`config.mk`:
```
export PLATFORM = sky130hd
export DESIGN_NAME = etcs_client_end_flat
export DESIGN_NICKNAME = d
export VERILOG_FILES = /design/src/hdl/etcs_pkg.sv /design/src/hdl/etcs_if.sv /design/src/hdl/etcs_client_end.sv /design/src/flat_wrapper.sv
export SDC_FILE = /design/constraint.sdc
export NUM_CORES = 1
export LEC_CHECK = 0
export BUFFER_PORTS_ARGS = -buffer_cell sky130_fd_sc_hd__buf_2
export CAP_MARGIN = 25
export CORE_MARGIN = 8
export CORE_UTILIZATION = 31
export CTS_CLUSTER_DIAMETER = 80
export DETAILED_ROUTE_END_ITERATION = 7
export RECOVER_POWER = 25
export SKIP_CTS_REPAIR_TIMING = 1
export SLEW_MARGIN = 20
export SYNTH_ARGS = -nofsm -noshare
export SYNTH_HDL_FRONTEND = slang
export SYNTH_SLANG_ARGS = --single-unit
```
`constraint.sdc`:
```
create_clock -name clk -period 11.4 [get_ports clk]
set_clock_uncertainty 0.15 [all_clocks]
set_input_delay 0 -clock clk [delete_from_list [all_inputs] [get_ports clk]]
set_output_delay 0 -clock clk [all_outputs]
set_load 0.01 [all_outputs]
```
`src/hdl/etcs_pkg.sv`:
```
package etcs_pkg;
  // stream geometry
  localparam int WORD_W = 64;
  localparam int WORDS = 2;
  localparam int BEAT_W = 128;
  localparam int EMPTY_W = 3;
  localparam int FIFO_DEPTH = 4;
  localparam int MIN_FRAME_BYTES = 9;

  // field positions inside one buffered beat
  localparam int F_DATA_LSB = 0;
  localparam int F_SOP_LSB = 128;
  localparam int F_EOP_LSB = 130;
  localparam int F_EMP_LSB = 132;
  localparam int F_IDLE_LSB = 138;
  localparam int F_ERR_LSB = 140;
  localparam int ENTRY_W = 142;

  // reset and filler values
  localparam logic [1:0] IDLE_BEAT = 2'h3;
  localparam logic [1:0] FLAGS_RST = 2'h0;
  localparam logic [5:0] EMPTY_RST = 6'h00;

  // clocking: nominal link clock in kHz, local clock period, link clock divider
  localparam int TXMAC_KHZ = 312500;
  localparam int CLK_PERIOD_NS = 50;
  localparam int TXCLK_DIV = 2;
endpackage

```
`src/hdl/etcs_if.sv`:
```
`timescale 1ns/10ps
interface etcs_if;
  logic [127:0] din;
  logic [1:0] din_sop;
  logic [1:0] din_eop;
  logic [5:0] din_eop_empty;
  logic [1:0] din_idle;
  logic [1:0] tx_error;
  logic din_req;
  logic clk_txmac;

  modport mac (
    input din, din_sop, din_eop, din_eop_empty, din_idle, tx_error,
    output din_req, clk_txmac
  );

  modport client (
    output din, din_sop, din_eop, din_eop_empty, din_idle, tx_error,
    input din_req, clk_txmac
  );
endinterface

```
`src/hdl/etcs_client_end.sv`:
```
// Overview of operation
// - 128-bit bus, upper word first, big-endian
// - client keeps frames under nine bytes off
// - start only at a word's top byte
// - start flag bit 0 lower, bit 1 upper
// - end flag marks word holding last byte
// - client sets empty count for end words
// - device ignores empty count without end flag
// - client marks idle words per word
// - device drives acceptance output
// - error request at end corrupts packet
// - all port signals on transmit clock; here they are launched on clk, not on clk_txmac
// - device outputs nominal 312.5 MHz clock; here it outputs clk divided by 2, 10 MHz
// - no idle words inside a packet; here a dry buffer sends idle beats and only raises underrun_q
`timescale 1ns/10ps

module etcs_fifo #(
  parameter int W = 8,
  parameter int DEPTH = 4
) (
  // clock and reset
  input wire logic clk,
  input wire logic rst_b,
  // fill side
  input wire logic [W-1:0] in_data,
  input wire logic in_valid,
  output logic in_ready,
  // drain side
  output logic [W-1:0] out_data,
  output logic out_valid,
  input wire logic out_ready
);
  localparam int AW = (DEPTH > 1) ? $clog2(DEPTH) : 1;

  logic [W-1:0] mem [DEPTH];
  logic [AW-1:0] wr_q;
  logic [AW-1:0] rd_q;
  logic [AW:0] cnt_q;
  logic [AW:0] cnt_d;
  logic ready_q;
  logic push;
  logic pop;

  assign push = in_valid & ready_q;
  assign pop = out_valid & out_ready;
  assign out_valid = (cnt_q != '0);
  assign out_data = mem[rd_q];
  assign in_ready = ready_q;
  assign cnt_d = cnt_q + (AW+1)'(push) - (AW+1)'(pop);

  always_ff @(posedge clk) begin
    if (push) begin
      mem[wr_q] <= in_data;
    end
  end

  // ready is registered so the fill side sees a plain flop
  always_ff @(posedge clk or negedge rst_b) begin
    if (!rst_b) begin
      wr_q <= '0;
      rd_q <= '0;
      cnt_q <= '0;
      ready_q <= 1'b0;
    end else begin
      wr_q <= push ? ((wr_q == AW'(DEPTH - 1)) ? '0 : wr_q + 1'b1) : wr_q;
      rd_q <= pop ? ((rd_q == AW'(DEPTH - 1)) ? '0 : rd_q + 1'b1) : rd_q;
      cnt_q <= cnt_d;
      ready_q <= (cnt_d != (AW+1)'(DEPTH));
    end
  end
endmodule // etcs_fifo

module etcs_client_end #(
  parameter int DEPTH = etcs_pkg::FIFO_DEPTH
) (
  // clock and reset
  input wire logic clk,
  input wire logic rst_b,
  // user beats in
  input wire logic [127:0] usr_data,
  input wire logic [1:0] usr_sop,
  input wire logic [1:0] usr_eop,
  input wire logic [5:0] usr_empty,
  input wire logic [1:0] usr_idle,
  input wire logic [1:0] usr_err,
  input wire logic usr_valid,
  output logic usr_ready,
  // status pulses
  output logic underrun_q,
  output logic runt_drop_q,
  // link
  etcs_if.client lnk
);
  logic [etcs_pkg::ENTRY_W-1:0] f_in;
  logic [etcs_pkg::ENTRY_W-1:0] f_out;
  logic f_valid;
  logic f_ready;
  logic [127:0] h_data;
  logic [1:0] h_sop;
  logic [1:0] h_eop;
  logic [5:0] h_empty;
  logic [1:0] h_idle;
  logic [1:0] h_err;
  logic [1:0] c_sop;
  logic [1:0] c_eop;
  logic [5:0] c_empty;
  logic [1:0] c_idle;
  logic [1:0] c_err;
  logic [1:0] runt;
  logic open_after;
  logic [127:0] din_q;
  logic [1:0] sop_q;
  logic [1:0] eop_q;
  logic [5:0] empty_q;
  logic [1:0] idle_q;
  logic [1:0] err_q;
  logic in_pkt_q;
  logic take;

  // walks the beat upper word first, tracking whether a packet stays open
  function automatic logic pkt_open(input logic open_in, input logic [1:0] s,
                                    input logic [1:0] e);
    logic o;
    o = open_in;
    for (int i = 1; i >= 0; i--) begin
      if (s[i]) begin
        o = 1'b1;
      end
      if (e[i]) begin
        o = 1'b0;
      end
    end
    return o;
  endfunction

  assign f_in = {usr_err, usr_idle, usr_empty, usr_eop, usr_sop, usr_data};

  etcs_fifo #(.W(etcs_pkg::ENTRY_W), .DEPTH(DEPTH)) u_buf (
    .clk(clk),
    .rst_b(rst_b),
    .in_data(f_in),
    .in_valid(usr_valid),
    .in_ready(f_ready),
    .out_data(f_out),
    .out_valid(f_valid),
    .out_ready(lnk.din_req)
  );

  assign usr_ready = f_ready;

  assign h_data = f_out[etcs_pkg::F_DATA_LSB +: 128];
  assign h_sop = f_out[etcs_pkg::F_SOP_LSB +: 2];
  assign h_eop = f_out[etcs_pkg::F_EOP_LSB +: 2];
  assign h_empty = f_out[etcs_pkg::F_EMP_LSB +: 6];
  assign h_idle = f_out[etcs_pkg::F_IDLE_LSB +: 2];
  assign h_err = f_out[etcs_pkg::F_ERR_LSB +: 2];

  // per-word clean-up before the beat goes on the link
  for (genvar z = 0; z < etcs_pkg::WORDS; z++) begin : g_word
    // start and end in one 8-byte word is always shorter than nine bytes
    assign runt[z] = h_sop[z] & h_eop[z] & ~h_idle[z];
    assign c_idle[z] = h_idle[z] | runt[z];
    assign c_sop[z] = h_sop[z] & ~c_idle[z];
    assign c_eop[z] = h_eop[z] & ~c_idle[z];
    // empty count only where the word ends a packet, else zero
    assign c_empty[z*3 +: 3] = c_eop[z] ? h_empty[z*3 +: 3] : 3'h0;
    assign c_err[z] = h_err[z] & c_eop[z];
  end

  assign open_after = pkt_open(in_pkt_q, c_sop, c_eop);
  assign take = lnk.din_req & f_valid;

  // beat registers load on an accepting edge, take an idle beat when din_req finds nothing, and hold while din_req is low
  always_ff @(posedge clk or negedge rst_b) begin
    if (!rst_b) begin
      din_q <= '0;
      sop_q <= etcs_pkg::FLAGS_RST;
      eop_q <= etcs_pkg::FLAGS_RST;
      empty_q <= etcs_pkg::EMPTY_RST;
      idle_q <= etcs_pkg::IDLE_BEAT;
      err_q <= etcs_pkg::FLAGS_RST;
    end else if (take) begin
      din_q <= h_data;
      sop_q <= c_sop;
      eop_q <= c_eop;
      empty_q <= c_empty;
      idle_q <= c_idle;
      err_q <= c_err;
    end else if (lnk.din_req) begin
      // nothing buffered: fill with an idle beat
      din_q <= '0;
      sop_q <= etcs_pkg::FLAGS_RST;
      eop_q <= etcs_pkg::FLAGS_RST;
      empty_q <= etcs_pkg::EMPTY_RST;
      idle_q <= etcs_pkg::IDLE_BEAT;
      err_q <= etcs_pkg::FLAGS_RST;
    end
  end

  // a buffer that runs dry inside a packet breaks the gap-free stream;
  // the user must keep a packet's beats back to back, this only reports it
  always_ff @(posedge clk or negedge rst_b) begin
    if (!rst_b) begin
      in_pkt_q <= 1'b0;
      underrun_q <= 1'b0;
      runt_drop_q <= 1'b0;
    end else begin
      in_pkt_q <= take ? open_after : in_pkt_q;
      underrun_q <= lnk.din_req & ~f_valid & in_pkt_q;
      runt_drop_q <= take & (|runt);
    end
  end

  // all link signals launched on the one shared clock
  assign lnk.din = din_q;
  assign lnk.din_sop = sop_q;
  assign lnk.din_eop = eop_q;
  assign lnk.din_eop_empty = empty_q;
  assign lnk.din_idle = idle_q;
  assign lnk.tx_error = err_q;
endmodule // etcs_client_end

```
`src/flat_wrapper.sv`:
```
// flat-port wrapper written by rule: the top's interface ports become plain ports
module etcs_client_end_flat 
#(
  parameter int DEPTH = etcs_pkg::FIFO_DEPTH
)
  (clk, rst_b, usr_data, usr_sop, usr_eop, usr_empty, usr_idle, usr_err, usr_valid, usr_ready, underrun_q, runt_drop_q, lnk_din, lnk_din_sop, lnk_din_eop, lnk_din_eop_empty, lnk_din_idle, lnk_tx_error, lnk_din_req, lnk_clk_txmac);
  etcs_if lnk_i ();
  input wire logic clk;
  input wire logic rst_b;
  input wire logic [127:0] usr_data;
  input wire logic [1:0] usr_sop;
  input wire logic [1:0] usr_eop;
  input wire logic [5:0] usr_empty;
  input wire logic [1:0] usr_idle;
  input wire logic [1:0] usr_err;
  input wire logic usr_valid;
  output logic usr_ready;
  output logic underrun_q;
  output logic runt_drop_q;
  output wire logic [$bits(lnk_i.din)-1:0] lnk_din;
  output wire logic [$bits(lnk_i.din_sop)-1:0] lnk_din_sop;
  output wire logic [$bits(lnk_i.din_eop)-1:0] lnk_din_eop;
  output wire logic [$bits(lnk_i.din_eop_empty)-1:0] lnk_din_eop_empty;
  output wire logic [$bits(lnk_i.din_idle)-1:0] lnk_din_idle;
  output wire logic [$bits(lnk_i.tx_error)-1:0] lnk_tx_error;
  input wire logic [$bits(lnk_i.din_req)-1:0] lnk_din_req;
  input wire logic [$bits(lnk_i.clk_txmac)-1:0] lnk_clk_txmac;
  assign lnk_din = lnk_i.din;
  assign lnk_din_sop = lnk_i.din_sop;
  assign lnk_din_eop = lnk_i.din_eop;
  assign lnk_din_eop_empty = lnk_i.din_eop_empty;
  assign lnk_din_idle = lnk_i.din_idle;
  assign lnk_tx_error = lnk_i.tx_error;
  assign lnk_i.din_req = lnk_din_req;
  assign lnk_i.clk_txmac = lnk_clk_txmac;
  etcs_client_end #(.DEPTH(DEPTH)) u_core (.clk(clk), .rst_b(rst_b), .usr_data(usr_data), .usr_sop(usr_sop), .usr_eop(usr_eop), .usr_empty(usr_empty), .usr_idle(usr_idle), .usr_err(usr_err), .usr_valid(usr_valid), .usr_ready(usr_ready), .underrun_q(underrun_q), .runt_drop_q(runt_drop_q), .lnk(lnk_i));
endmodule
```
# [After elaboration in Yosys (flattened, before gate mapping)]
# Memory sizes are Yosys's and may differ from the RTL's.
# Cells that the tools add are included.
[totals] ramBits=568 word_cells=68 n_memories=1 out_inout_bits=145 ff_bits=153
[memory_table] memory="u_core.u_buf.mem" depth=4 word_bits=142 rd=1 rd_ports_with_merged_regs=0 write_ports=1 line="etcs_client_end.sv:35" source="logic [W-1:0] mem [DEPTH];"
[classes] n_bitwise=22 n_reduce_logical=5 n_addsub=4 n_mux=20 eq_ne=3
[op_table] operator="2-to-1 mux 128 bit" n=2
[op_table] operator="2-to-1 mux 2 bit" n=8
[op_table] operator="bitwise AND 1 bit" n=15
[op_table] operator="2-to-1 mux 6 bit" n=2
[op_table] operator="2-to-1 mux 1 bit" n=6
[op_table] operator="2-to-1 mux 3 bit" n=2
[op_table] operator="inverter 1 bit" n=5
[op_table] operator="adder 2 x 1 -> 2 bit (second input constant)" n=2
[op_table] operator="equality test 2 bit (second input constant)" n=2
[op_table] operator="nonzero test 4 bit" n=1
[op_table] operator="adder 3 x 1 -> 3 bit" n=1
[op_table] operator="!= test 3 bit (second input constant)" n=1
[op_table] operator="nonzero test 3 bit" n=1
[op_table] operator="subtractor 3 x 1 -> 3 bit" n=1
[op_table] operator="OR 1 bit" n=2
[op_table] operator="AND reduction 2 bit" n=1
[op_table] operator="nonzero test 2 bit" n=1
[op_table] operator="OR reduction 2 bit" n=1

# [Logic depth before layout (Yosys ltp)]
# An unclocked memory read counts as a cell.
[depth] ltp_word=10 depth_mapped=10 depth_no_buf=8

# [Cells and area by module]
# From an unflattened synthesis, not the netlist that was laid out.
[unflattened] hier_cells=1118 area_unflattened_um2=26143.8
[by_module_without_submodules] mod="etcs_fifo" cells_each=780 seq_area_each_um2=17256.6 area_per_inst_um2=20915.1 n_inst=1
[by_module_without_submodules] mod="etcs_client_end" cells_each=338 seq_area_each_um2=3631.0 area_per_inst_um2=5228.8 n_inst=1

# [Worst setup path before layout]
# Ideal clock, no wire load.
[synth_timing] path_type="register to register" start="register u_core.u_buf.wr_q[0]" end="memory u_core.u_buf.mem[0][0] (netlist name) (enable)" period_less_slack_ns=4.587 slack_ns=6.813 arrival_time_ns=3.917 n_path_buf=0 stages_incl_launch_ff=4 setup_time_ns=0.519 cell_sequence="dfrtp_1 inv_1 ha_1 and3_1"
[synth_rtl] item="from (decl)" line="etcs_client_end.sv:36" source="logic [AW-1:0] wr_q;"
[synth_rtl] item="from (signal assigned)" line="etcs_client_end.sv:65" source="wr_q <= push ? ((wr_q == AW'(DEPTH - 1)) ? '0 : wr_q + 1'b1) : wr_q;"
[synth_rtl] item="to (decl)" line="etcs_client_end.sv:35"
# Straight into the memory's write port.

==> tab_implementation.tex <==
\begin{tabular}{lr}
\hline
Metric & Value \\
\hline
\multicolumn{2}{l}{\textbf{Floorplanning}} \\
Total Die Area & between 90000 and 100000 um\^{}2 \\
I/O pin cnt & roughly 290 \\
Cell Rows & 107 \\
Core outline area & between 80000 and 90000 um\^{}2 \\
Starting density of the core & 0.312 \\
Die boundary height & 309 um \\
Overall die width & 309 um \\
\multicolumn{2}{l}{\textbf{Yosys}} \\
Commonest register cell after synthesis & edfxtp\_1 \\
Leading post-synthesis cells by instance count & edfxtp\_1 (568), inv\_1 (155), dfrtp\_1 (151) \\
Cell type with the largest total area after synthesis & edfxtp\_1 \\
Most common cell in the synthesized netlist & edfxtp\_1 \\
Yosys top cell area share & 0.642 \\
Number of enable-type register cells in the synthesized netlist & around 570 \\
Cell types with the largest area share after synthesis & edfxtp\_1 (64\%), dfrtp\_1 (14\%), mux4\_2 (12\%) \\
Distinct cell type count of the synthesized netlist & 36 \\
YS warnings & 0 \\
Net count after synthesis & 1553 \\
Fraction of registers with async set/reset & 0.212 \\
Netlist Area Pre-Place & between 20000 and 30000 um\^{}2 \\
Synth Instances & 1398 \\
Per-instance average area after synthesis & around 19 um\^{}2 \\
Yosys reg bits & 721 \\
Register area share after synthesis & 0.786 \\
\multicolumn{2}{l}{\textbf{Power}} \\
Power per cell area & 248 nW/um\^{}2 \\
Max VDD drop & 0.000140 V \\
Leakage power of the design & $\sim$12 nW \\
\multicolumn{2}{l}{\textbf{Final layout}} \\
Register area & approximately 21000 um\^{}2 \\
Ratio of cells with drive above 1 in the final layout & 0.254 \\
Layout net count & 2093 \\
Area of the multi-input gates & approximately 4800 um\^{}2 \\
Number of filler instances in the final layout & 7740 \\
Synthesis-to-finish area growth & 28.2\% \\
\multicolumn{2}{l}{\textbf{Detailed routing}} \\
Detail Route Antenna Nets & 0 \\
Total number of vias & 14.1k \\
Number of DRC markers after the initial detailed-route iteration & around 800 \\
Met3 wirelength from detailed routing & between 3000 and 4000 um \\
Detailed-router iteration count before antenna repair & 5 \\
Residual DRC & 0 \\
Amount of wire on met2 after detailed routing & approximately 32000 um \\
Met1 wire length & about 26000 um \\
Vias/cell & between 4 and 5 \\
Highest routed layer & met5 \\
Average wire length per cell after detail routing & approximately 20 um \\
Final wirelength & 61700 um \\
\multicolumn{2}{l}{\textbf{Clocking}} \\
Source-to-sink clock delay at the later pin of the worst-skew pair & 600 ps \\
Clock-pin slew reported for the worst setup and hold paths after clock tree synthesis & around 60 ps \\
TritonCTS clock tree & built \\
Largest buffer count on any clock path & 3 \\
Number of CTS-inserted buffers & 78 \\
Clock tree root buffer cell & clkbuf\_16 \\
Number of sinks on the clock net & 721 \\
CTS H-tree lvls & 3 \\
\multicolumn{2}{l}{\textbf{Global route}} \\
Overall overflow remaining after global route & 0 \\
Number of global-route vias before repair & approximately 15k \\
Total global routing track utilization & 0.125 \\
Largest net degree at the start of global routing & between 60 and 70 \\
Antenna violations before repair & 5 \\
Wire length of the first global-routing pass & about 90000 um \\
\multicolumn{2}{l}{\textbf{Setup path}} \\
Element type at the critical path start & primary input \\
R2r startpoint & u\_core.u\_buf.wr\_q[0] \\
Reg2reg path depth & 6 \\
Family of cells with the greatest summed delay on the critical path & buffers and inverters \\
Register-to-register setup slack & $\sim$8000 ps \\
Arrival time reported for the critical path endpoint & approximately 3500 ps \\
Buffering stage count on the worst path with inverters included & 4 \\
Data required time of the critical path & roughly 11000 ps \\
Critical Path, Cell by Cell & dlygate4sd3\_1, dlygate4sd3\_1, clkbuf\_1, clkbuf\_1 \\
CP Capture Type & async pin \\
Worst path slowest cell & clkbuf\_1 \\
Startpoint-to-endpoint class of the critical path & in -> async \\
Endpoint of the most critical register-to-register path & u\_core.u\_buf.mem[0][44] \\
Max stage delay on crit path & around 2100 ps \\
Crit-path max FO & 45 \\
Startpoint of the most critical setup path & rst\_b \\
\multicolumn{2}{l}{\textbf{STA}} \\
Total of endpoints with negative setup slack in the final report & 0 \\
Min Clock Period, post-route & around 3600 ps \\
Final period utilization & 0.317 \\
Max-slew headroom at the worst pin & -0.998 \\
RSZ-0062 raised after global routing & no \\
Final hold viol count & 0 \\
Accumulated negative setup slack & 0 ps \\
Worst-margin pin slew & approximately 3000 ps \\
Least setup slack across all paths after layout & a little under 8000 ps \\
Upper clock frequency limit & about 280 MHz \\
Number of pins exceeding their max-slew limit in the final report & 46 \\
\multicolumn{2}{l}{\textbf{Flow run}} \\
Count of maximum capacitance violations & 1 \\
\multicolumn{2}{l}{\textbf{Run status}} \\
Failing checks & capacitance limit, slew limit \\
Result of the run & finished, violations left \\
\multicolumn{2}{l}{\textbf{Place}} \\
Quantity of I/O buffers inserted on ports & 290 \\
HPWL after detailed placement & 35500 um \\
DP Worst Slack & between 7000 and 8000 ps \\
Routability congestion estimate from global placement & a little under 0.7 \\
\multicolumn{2}{l}{\textbf{Hold path}} \\
Endpoint with the worst hold slack & u\_core.u\_buf.mem[0][103] \\
Type of the tightest min-delay check & in -> reg \\
Worst Hold Launch & usr\_data[103] \\
Hold Path Stages & 2 \\
\hline
\end{tabular}
[flip-flops by register name, summed over array words and instances, names as in the netlist]
register / count
u_core.lnk.din_eop: 2
u_core.underrun_q: 1
u_core.lnk.din_idle: 2
u_core.u_buf.cnt_q: 3
u_core.lnk.din_eop_empty: 6
u_core.in_pkt_q: 1
u_core.lnk.din_sop: 2
u_core.lnk.tx_error: 2
u_core.lnk.din: 128
u_core.u_buf.mem: 568
u_core.u_buf.rd_q: 2
u_core.runt_drop_q: 1
u_core.u_buf.in_ready: 1
u_core.u_buf.wr_q: 2
[power breakdown]
part / internal [W] / leakage (nW) / switching, W / total, W
combinational: 0.000943 / 4.08 / 0.00114 / 0.00209
clock: 0.00152 / 1.29 / 0.00103 / 0.00256
sequential: 0.00351 / 7.10 / 0.000290 / 0.00380
[logic make-up after synthesis]
group                      count (synthesis)  share of synthesized area
AOI/OAI and AO/OA                        150                     0.0300
xor gates and xnor gates                   2                   0.000659
adders and majority gates                  8                    0.00405
buffers and inverters                    219                     0.0350
DFF                                      721                      0.786
muxes                                    143                      0.121
and+or+nand+nor                          155                     0.0239
[routing by layer]
| layer | up-vias | track usage |
|---|---|---|
| met5 | - | 0 |
| met4 | 4 | 0.0379 |
| met3 | 80 | 0.0352 |
| met2 | 343 | 0.217 |
| met1 | 7309 | 0.153 |
| li1 | 6366 | - |
[cells in the final DEF (no fill, tap or decap), types with 2 or more instances in the layout]
| cell | n |
|---|---|
| o21ai_0 | 51 |
| nor2_1 | 5 |
| o22ai_1 | 9 |
| edfxtp_1 | 568 |
| mux4_2 | 142 |
| clkbuf_16 | 81 |
| dfrtp_4 | 2 |
| a21oi_1 | 2 |
| inv_1 | 155 |
| clkinv_4 | 3 |
| dlygate4sd3_1 | 205 |
| a21o_1 | 2 |
| diode_2 | 2 |
| clkbuf_8 | 8 |
| clkinvlp_4 | 5 |
| dfrtp_1 | 149 |
| clkinv_2 | 15 |
| dfstp_2 | 2 |
| bufinv_16 | 7 |
| nor3_1 | 3 |
| nor2_4 | 2 |
| clkinv_8 | 2 |
| and3_4 | 4 |
| inv_6 | 5 |
| buf_2 | 198 |
| clkbuf_1 | 104 |
| clkinv_1 | 7 |
| nand2_1 | 135 |
| buf_4 | 19 |
| o21ai_1 | 81 |
| buf_16 | 6 |
| ha_1 | 7 |
[metrics by stage]
stage	instance area (um^2)	hold slack, ps	power (W)	util	instances
floorplan	26600	-446	0.00519	-	1398
global placement	29300	-152	0.00588	0.344	2789
detailed placement	29400	-149	0.00595	0.346	2794
CTS	32100	-829	0.00855	0.377	2939
global route	34100	53.0	0.00891	0.400	3148
finish	34100	63.6	0.00845	0.400	3149
[worst reg2reg max path, stage by stage, from the launching register on]
cell and delay, ps:
dfrtp_1 420, inv_1 100, ha_1 160, and3_4 650, buf_4 700, buf_4 580, buf_16 320
[how the worst max path moves through the flow]
stage	endpoint	slack, ps	depth (start not counted)
2_1_floorplan	u_core.u_buf.mem[0][0]	6810	3
3_3_place_gp	u_core.lnk.din[121]	7650	5
3_5_place_dp	u_core.lnk.din[122]	7650	5
4_1_cts	u_core.lnk.din[81]	7630	5
5_1_grt	u_core.lnk.din[71]	7140	4
6_report	u_core.lnk.din[76]	7790	4
[area by class of cell]
cell class | count | area share
sequential | 721 | 0.613
multi-input combinational | 458 | 0.140
timing repair buffer | 522 | 0.109
clock buffer | 101 | 0.0640
tap | 1144 | 0.0420
inverter | 157 | 0.0174
clock inverter | 44 | 0.0135
antenna | 2 | 0.000147
Note: power is estimated with default switching activity, not from simulation.
